==> config.mk <==
export PLATFORM = sky130hd
export DESIGN_NAME = dbrt_reset_timer
export DESIGN_NICKNAME = d
export VERILOG_FILES = /design/src/rtl/dbrt_reset_timer.v
export VERILOG_INCLUDE_DIRS = /design/src /design/src/rtl
export SDC_FILE = /design/constraint.sdc
export NUM_CORES = 1
export LEC_CHECK = 0
export BUFFER_PORTS_ARGS = -buffer_cell sky130_fd_sc_hd__buf_4
export CAP_MARGIN = 30
export CORE_UTILIZATION = 40
export DETAILED_ROUTE_END_ITERATION = 10
export PLACE_DENSITY = 0.54
export SYNTH_ARGS = -nofsm -noshare
export SYNTH_HDL_FRONTEND = slang
export SYNTH_SLANG_ARGS = --single-unit
==> constraint.sdc <==
create_clock -name sys_clk -period 7.1 [get_ports sys_clk]
set_clock_uncertainty 0.1 [all_clocks]
set_input_delay 0.71 -clock sys_clk [delete_from_list [all_inputs] [get_ports sys_clk]]
set_output_delay 0.71 -clock sys_clk [all_outputs]
set_load 0.01 [all_outputs]
==> src/rtl/dbrt_consts.vh <==
// Constants for the dual push-button reset timer.
// Assumes a 250 MHz system clock; all counts are derived from it.
`ifndef DBRT_CONSTS_VH
`define DBRT_CONSTS_VH

// System clock rate in kHz, so that cycles = milliseconds * rate.
`define DBRT_CLK_KHZ          250000

// Set-up delays in milliseconds and their cycle counts.
`define DBRT_SETUP_SHORT_MS   2000
`define DBRT_SETUP_MID_MS     4000
`define DBRT_SETUP_LONG_MS    6000
`define DBRT_SETUP_SHORT_CYC  (`DBRT_SETUP_SHORT_MS * `DBRT_CLK_KHZ)
`define DBRT_SETUP_MID_CYC    (`DBRT_SETUP_MID_MS * `DBRT_CLK_KHZ)
`define DBRT_SETUP_LONG_CYC   (`DBRT_SETUP_LONG_MS * `DBRT_CLK_KHZ)

// Reset timeout options in milliseconds (least values) and cycles.
`define DBRT_TIMEOUT_X_MS     140
`define DBRT_TIMEOUT_Y_MS     240
`define DBRT_TIMEOUT_X_CYC    (`DBRT_TIMEOUT_X_MS * `DBRT_CLK_KHZ)
`define DBRT_TIMEOUT_Y_CYC    (`DBRT_TIMEOUT_Y_MS * `DBRT_CLK_KHZ)

// Factory option codes for the timeout.
`define DBRT_OPT_X            1'b0
`define DBRT_OPT_Y            1'b1

// Sensed codes of the three-state delay select pin {high_seen, low_seen}.
`define DBRT_SEL_GROUND       2'h0
`define DBRT_SEL_FLOAT        2'h1
`define DBRT_SEL_RAIL         2'h3

// Width of the cycle counter.
`define DBRT_CNT_W            32

// Synchroniser depth for pin inputs.
`define DBRT_SYNC_DEPTH       3

`endif

==> src/rtl/dbrt_reset_timer.v <==
// Dual push-button reset timer: two manual reset buttons held together
// for a selectable set-up delay start one fixed-length reset pulse.
// Assumes buttons, delay select strap and pull-ups sit outside the chip;
// the open-drain output's wire level is resolved by the surroundings.
//
// Contract
// RULE1: Reset starts only after both inputs held long.
// RULE2: Select pin picks 2, 4 or 6 s.
// RULE3: Timeout fixed factory option, 140 or 240 ms.
// RULE4: High-active output high for timeout after set-up.
// RULE5: Low-active output driven low, else floats.
// RULE6: One pulse per hold, even if held on.
// RULE7: Unused input tied high; inputs may be joined.
// RULE8: Early release abandons count, restarts from zero.
`timescale 1ns/10ps
`include "dbrt_consts.vh"

module dbrt_reset_timer #(
    parameter [`DBRT_CNT_W-1:0] SETUP_SHORT_CYCLES = `DBRT_SETUP_SHORT_CYC,
    parameter [`DBRT_CNT_W-1:0] SETUP_MID_CYCLES   = `DBRT_SETUP_MID_CYC,
    parameter [`DBRT_CNT_W-1:0] SETUP_LONG_CYCLES  = `DBRT_SETUP_LONG_CYC,
    parameter [0:0]             TIMEOUT_OPTION     = `DBRT_OPT_X,
    parameter [`DBRT_CNT_W-1:0] TIMEOUT_X_CYCLES   = `DBRT_TIMEOUT_X_CYC,
    parameter [`DBRT_CNT_W-1:0] TIMEOUT_Y_CYCLES   = `DBRT_TIMEOUT_Y_CYC
) (
    input  wire       sys_clk,
    input  wire       rst,
    input  wire       clk_en,
    input  wire       manual_reset_in_a_n,
    input  wire       manual_reset_in_b_n,
    input  wire [1:0] setup_delay_select,
    output reg        reset_out_high_active,
    output reg        reset_out_low_active,
    output reg        reset_out_low_active_oe_n
);

    // Controller states.
    localparam [1:0] ST_IDLE    = 2'h0;
    localparam [1:0] ST_COUNT   = 2'h1;
    localparam [1:0] ST_PULSE   = 2'h2;
    localparam [1:0] ST_RELEASE = 2'h3;

    // Number of pin inputs that pass the synchroniser.
    localparam integer N_PINS = 4;

    // The timeout is settled at build time and cannot move while running.
    // RULE3: fixed timeout option
    localparam [`DBRT_CNT_W-1:0] TIMEOUT_CYCLES =
        (TIMEOUT_OPTION == `DBRT_OPT_Y) ? TIMEOUT_Y_CYCLES : TIMEOUT_X_CYCLES;

    // Map the sensed select code onto a set-up delay in cycles.
    // An undefined code (high seen but low not) is taken as floating,
    // the shortest delay, since a marginal strap most likely floats.
    function [`DBRT_CNT_W-1:0] setup_cycles;
        input [1:0] sel;
        begin
            case (sel)
                `DBRT_SEL_GROUND: setup_cycles = SETUP_MID_CYCLES;
                `DBRT_SEL_RAIL:   setup_cycles = SETUP_LONG_CYCLES;
                `DBRT_SEL_FLOAT:  setup_cycles = SETUP_SHORT_CYCLES;
                default:          setup_cycles = SETUP_SHORT_CYCLES;
            endcase
        end
    endfunction

    // Raw pin vector: button A, button B, select bits.
    wire [N_PINS-1:0] pin_raw;

    assign pin_raw = {setup_delay_select, manual_reset_in_b_n, manual_reset_in_a_n};

    // Synchroniser stages and the filtered, agreed pin levels.
    reg  [N_PINS-1:0] sync_s1;
    reg  [N_PINS-1:0] sync_s2;
    reg  [N_PINS-1:0] sync_s3;
    reg  [N_PINS-1:0] pin_clean;

    // Each pin passes three flops; the clean level follows only once the
    // second and third stages agree, which also rejects a one-cycle glitch.
    // Buttons reset to the released level so no pulse can start at reset.
    genvar gi;
    generate
        for (gi = 0; gi < N_PINS; gi = gi + 1)
        begin : g_sync
            always @(posedge sys_clk)
            begin
                if (rst)
                begin
                    sync_s1[gi]   <= 1'b1;
                    sync_s2[gi]   <= 1'b1;
                    sync_s3[gi]   <= 1'b1;
                    pin_clean[gi] <= 1'b1;
                end
                else if (clk_en)
                begin
                    sync_s1[gi] <= pin_raw[gi];
                    sync_s2[gi] <= sync_s1[gi];
                    sync_s3[gi] <= sync_s2[gi];
                    if (sync_s2[gi] == sync_s3[gi])
                    begin
                        pin_clean[gi] <= sync_s3[gi];
                    end
                end
            end
        end
    endgenerate

    // Both buttons pressed; a single button wired to both pins works too.
    wire       both_low;
    wire [1:0] sel_clean;

    assign both_low  = ~pin_clean[0] & ~pin_clean[1];
    assign sel_clean = pin_clean[3:2];

    // Controller state, cycle counter and the delay latched for this hold.
    reg  [1:0]             state;
    reg  [1:0]             next_state;
    reg  [`DBRT_CNT_W-1:0] cnt;
    reg  [`DBRT_CNT_W-1:0] next_cnt;
    reg  [`DBRT_CNT_W-1:0] delay;
    reg  [`DBRT_CNT_W-1:0] next_delay;
    reg                    next_pulse;

    // Next-state logic. The delay is latched when a hold begins, so that a
    // strap changing mid-hold cannot shorten a count already running.
    always @*
    begin
        next_state = state;
        next_cnt   = cnt;
        next_delay = delay;
        next_pulse = 1'b0;
        case (state)
            ST_IDLE:
            begin
                // RULE2: delay from select
                next_delay = setup_cycles(sel_clean);
                if (both_low)
                begin
                    next_state = ST_COUNT;
                    next_cnt   = {{(`DBRT_CNT_W-1){1'b0}}, 1'b1};
                end
                else
                begin
                    next_cnt = {`DBRT_CNT_W{1'b0}};
                end
            end
            ST_COUNT:
            begin
                // RULE8: release abandons count
                if (!both_low)
                begin
                    next_state = ST_IDLE;
                    next_cnt   = {`DBRT_CNT_W{1'b0}};
                end
                // RULE1: held longer than delay
                else if (cnt >= delay)
                begin
                    next_state = ST_PULSE;
                    next_cnt   = {{(`DBRT_CNT_W-1){1'b0}}, 1'b1};
                    next_pulse = 1'b1;
                end
                else
                begin
                    next_cnt = cnt + {{(`DBRT_CNT_W-1){1'b0}}, 1'b1};
                end
            end
            ST_PULSE:
            begin
                // RULE4: hold for timeout
                if (cnt >= TIMEOUT_CYCLES)
                begin
                    next_state = ST_RELEASE;
                    next_cnt   = {`DBRT_CNT_W{1'b0}};
                end
                else
                begin
                    next_cnt   = cnt + {{(`DBRT_CNT_W-1){1'b0}}, 1'b1};
                    next_pulse = 1'b1;
                end
            end
            ST_RELEASE:
            begin
                // RULE6: no retrigger while held
                if (!both_low)
                begin
                    next_state = ST_IDLE;
                end
            end
            default:
            begin
                next_state = ST_IDLE;
                next_cnt   = {`DBRT_CNT_W{1'b0}};
            end
        endcase
    end

    // State registers and output flops. The outputs are registered so
    // that no decode glitch can ever reach a reset pin downstream.
    always @(posedge sys_clk)
    begin
        if (rst)
        begin
            state                     <= ST_IDLE;
            cnt                       <= {`DBRT_CNT_W{1'b0}};
            delay                     <= SETUP_SHORT_CYCLES;
            reset_out_high_active     <= 1'b0;
            reset_out_low_active      <= 1'b0;
            reset_out_low_active_oe_n <= 1'b1;
        end
        else if (clk_en)
        begin
            state <= next_state;
            cnt   <= next_cnt;
            delay <= next_delay;
            // RULE4: high-active pulse
            reset_out_high_active     <= next_pulse;
            // RULE5: open-drain low pulse
            reset_out_low_active      <= 1'b0;
            reset_out_low_active_oe_n <= ~next_pulse;
        end
    end

endmodule // dbrt_reset_timer

==> impl_table.tex <==
\begin{tabular}{lr}
\hline
Metric & Value \\
\hline
\multicolumn{2}{l}{\textbf{Synth}} \\
\quad Most frequent cell after synthesis & dfxtp\_1 \\
\quad Async set-reset flop share out of synthesis & 0\% \\
\quad Top cell type's share of synthesized area & 34.1\% \\
\quad Largest cells by area after synthesis & dfxtp\_1 34\%, ha\_1 11\%, nand2\_1 5.3\%, nand3\_1 4.1\%, a21oi\_1 3.8\% \\
\quad Number of different library cells in the post-synthesis netlist & 52 \\
\quad Number of nets produced by synthesis & 457 \\
\quad Count of state elements after synthesis & 58 \\
\quad Leading cell types by count after synthesis & 58 x dfxtp\_1, 48 x nand2\_1, 30 x ha\_1, 28 x nand3\_1 \\
\quad Cell accounting for the most synthesized area & dfxtp\_1 \\
\quad Netlist area before placement & 0.00340 mm2 \\
\quad Yosys warning count & 0 \\
\quad Count of flip-flops with a built-in enable after synthesis & 0 \\
\quad Synthesized netlist cell count & 420 \\
\quad Dominant register cell in the synthesized netlist & dfxtp\_1 \\
\quad Portion of the post-synthesis area used by sequential elements & 34.1\% \\
\quad Average cell area after synthesis & 8.10 um2 \\
\multicolumn{2}{l}{\textbf{Routing}} \\
\quad Average via count per standard cell & 5.51 \\
\quad Vias after detailed routing & 2948 \\
\quad DRC Markers & 0 \\
\quad Iter 0 DRT Violations & 148 \\
\quad Antenna Nets Post-Route & 0 \\
\quad DR WL/cell & 14.7 um \\
\quad Number of iterations in the first detailed-routing pass & 4 \\
\quad Sum of routed wire length over all layers & 7.88 mm \\
\multicolumn{2}{l}{\textbf{Layout}} \\
\quad Fraction of layout cells with a size suffix above 1 & 8.14\% \\
\quad Final Cell Area & 0.00376 mm2 \\
\quad Number of filler instances in the final layout & 814 \\
\quad Multi-input combinational cell area & 0.00208 mm2 \\
\quad Number of antenna cells inserted & 0 \\
\quad Sequential standard cell area & 0.00116 mm2 \\
\quad Final cell utilization of the core & 45.8\% \\
\quad Final Instance Count excl. Fillers & 535 \\
\quad Area added between synthesis and finish & 10.6\% \\
\quad Net count reported at finish & 462 \\
\multicolumn{2}{l}{\textbf{Worst setup path}} \\
\quad Kind of end point of the critical path & flop \\
\quad Kind of start point of the critical path & flop \\
\quad Critical path class & reg2reg \\
\quad CP max FO & 25 \\
\quad Required @ worst endpoint & 7.28 ns \\
\quad Endpoint arrival time on the critical path & 3.13 ns \\
\multicolumn{2}{l}{\textbf{Clock tree}} \\
\quad Clock-pin slew reported for the worst setup and hold paths after clock tree synthesis & 0.08 ns \\
\quad Buffers inserted during post-CTS setup optimization & 0 \\
\quad Clock buffer depth & 2 \\
\quad TritonCTS sink count & 58 \\
\quad Number of CTS-inserted buffers & 9 \\
\quad \# hold bufs at CTS & 0 \\
\quad Clock tree root driver cell & clkbuf\_8 \\
\quad Resized Gates After CTS & 0 \\
\quad H-tree levels & 3 \\
\quad CTS tree & done \\
\quad Clock latency on the worst-skew pair & 0.35 ns \\
\multicolumn{2}{l}{\textbf{STA}} \\
\quad Final worst-path setup slack & 4.15 ns \\
\quad Highest Clock Rate & 339 MHz \\
\quad Transition time at the pin with the least slew margin & 0.779 ns \\
\quad Final Hold Viols & 0 \\
\quad RSZ-0062 raised after global routing & no \\
\quad Share of the clock period used by the worst path after layout & 41.6\% \\
\quad Setup violators final & 0 \\
\quad Worst hold-check slack & 0.348 ns \\
\quad Worst slew margin relative to its limit & 47.4\% \\
\quad Fin crit period & 2.95 ns \\
\quad Max-slew violation count & 0 \\
\quad Total Neg Setup Slack & 0 ns \\
\multicolumn{2}{l}{\textbf{Die}} \\
\quad CORE AREA & 0.00822 mm2 \\
\quad Die ar. & 0.00887 mm2 \\
\quad Width of the die & 94.2 um \\
\quad Number of placed I/O pins & 10 \\
\quad Floorplan row count & 33 \\
\quad Vert. Die Dim & 94.2 um \\
\quad Initial core utilization & 41.4\% \\
\multicolumn{2}{l}{\textbf{GRT}} \\
\quad Overall overflow remaining after global route & 0 \\
\quad Global-route wire length before repair & 13.7 mm \\
\quad Global-route usage over all layers & 20.0\% \\
\quad Antenna violations before repair & 0 \\
\quad Largest net degree at the start of global routing & 44 \\
\quad Vias in the first global route & 2808 \\
\multicolumn{2}{l}{\textbf{Power}} \\
\quad Total power after layout & 690 uW \\
\quad Internal Dissipation & 512 uW \\
\quad Worst IR Drop VDD & 0.104 mV \\
\quad Clock power share & 45.8\% \\
\quad Switching share of power & 25.9\% \\
\quad PD cells & 184 mW/mm2 \\
\quad Net switching power figure & 178 uW \\
\quad Combinational share of power & 5.4\% \\
\quad Sequential power share & 48.8\% \\
\quad Leakage power & 1.53 nW \\
\multicolumn{2}{l}{\textbf{Flow run}} \\
\quad Number of maximum-capacitance violations & 0 \\
\multicolumn{2}{l}{\textbf{Place}} \\
\quad Number of buffer cells added on primary ports & 8 \\
\quad Half-perimeter wire length of the detailed placement result & 5.58 mm \\
\quad Inst Count DP & 519 \\
\quad Placer congestion estimate & 0.838 \\
\quad Post-DP Area & 0.00356 mm2 \\
\quad Worst setup slack after placement & 4.16 ns \\
\multicolumn{2}{l}{\textbf{Run status}} \\
\quad Result of the run & finished clean \\
\multicolumn{2}{l}{\textbf{Min path}} \\
\quad Path class of the lowest-slack min-delay path & reg2reg \\
\hline
\end{tabular}
[worst max-delay path: stages, from the launching register on]
cell and delay, ns:
dfxtp_1 0.34, or4_1 0.52, nor4_1 0.26, a41oi_1 0.20
a2111oi_4 0.46, o41ai_4 0.18, buf_4 0.29, or3_1 0.39
a21oi_1 0.13
[power by group through the flow]
stage | Sequential (mW) | Combinational (mW) | Clock (mW)
after floorplan | 0.343 | 0.0288 | 0
after global placement | 0.344 | 0.0369 | 0
after detailed placement | 0.344 | 0.0376 | 0
after CTS | 0.337 | 0.0378 | 0.327
after global routing | 0.338 | 0.0430 | 0.344
final | 0.337 | 0.0375 | 0.316
[cell type report]
type / instances / share of cell area [%]
Clock buffer: 9 / 3.29
Clock inverter: 7 / 2.06
Inverter: 26 / 2.60
Sequential cell: 58 / 30.9
Tap cell: 105 / 3.49
Multi-Input combinational cell: 318 / 55.3
Timing Repair Buffer: 12 / 2.40
[metal layers]
metal  track usage (%)  share of wire (%)  up-vias  wire length, um
met2              31.0                 44       34             3480
met1              27.0                 51     1381             4030
met4              7.69                1.5        0              122
met5                 0                  0        -                0
met3              4.13                3.2       11              251
li1                  -                  -     1522                -
[state kept, by name, indices dropped and copies added, names as in the netlist, named ones only]
name,count
reset_out_low_active_oe_n,1
sync_s2,4
cnt,32
pin_clean,4
sync_s3,4
state,1
delay,6
sync_s1,4
reset_out_high_active,1
[logic make-up after synthesis]
logic type | after synthesis | share of synthesized area, %
simple gates | 174 | 26.2
mux | 1 | 0.294
fa+ha+maj | 30 | 11.0
compound gates | 102 | 20.5
flops | 58 | 34.1
other cells | 1 | 0.110
buf+inv | 44 | 5.22
xor+xnor | 10 | 2.58
[layout by cell type (no fill, tap or decap), types with 7 or more instances in the layout]
master    instances
clkbuf_8          9
nor3_1           13
inv_1            26
o21ai_0          21
a21oi_1          26
nand2_1          48
a211o_1          10
nand3_1          28
a31oi_1           9
ha_1             30
nor2b_1          14
nor2_1           23
dfxtp_1          58
buf_4            12
xor2_1            7
nand4_1          11
[final timing paths]
path	start	to	slack, ns	cells past startpoint
worst max register to register	cnt[2]	state[0]	4.15	8
worst min-delay path	delay[26]	delay[26]	0.35	2
worst min register to register	delay[26]	delay[26]	0.35	2
worst max-delay path	cnt[2]	state[0]	4.15	8
Power figures use the tool's default switching activity.
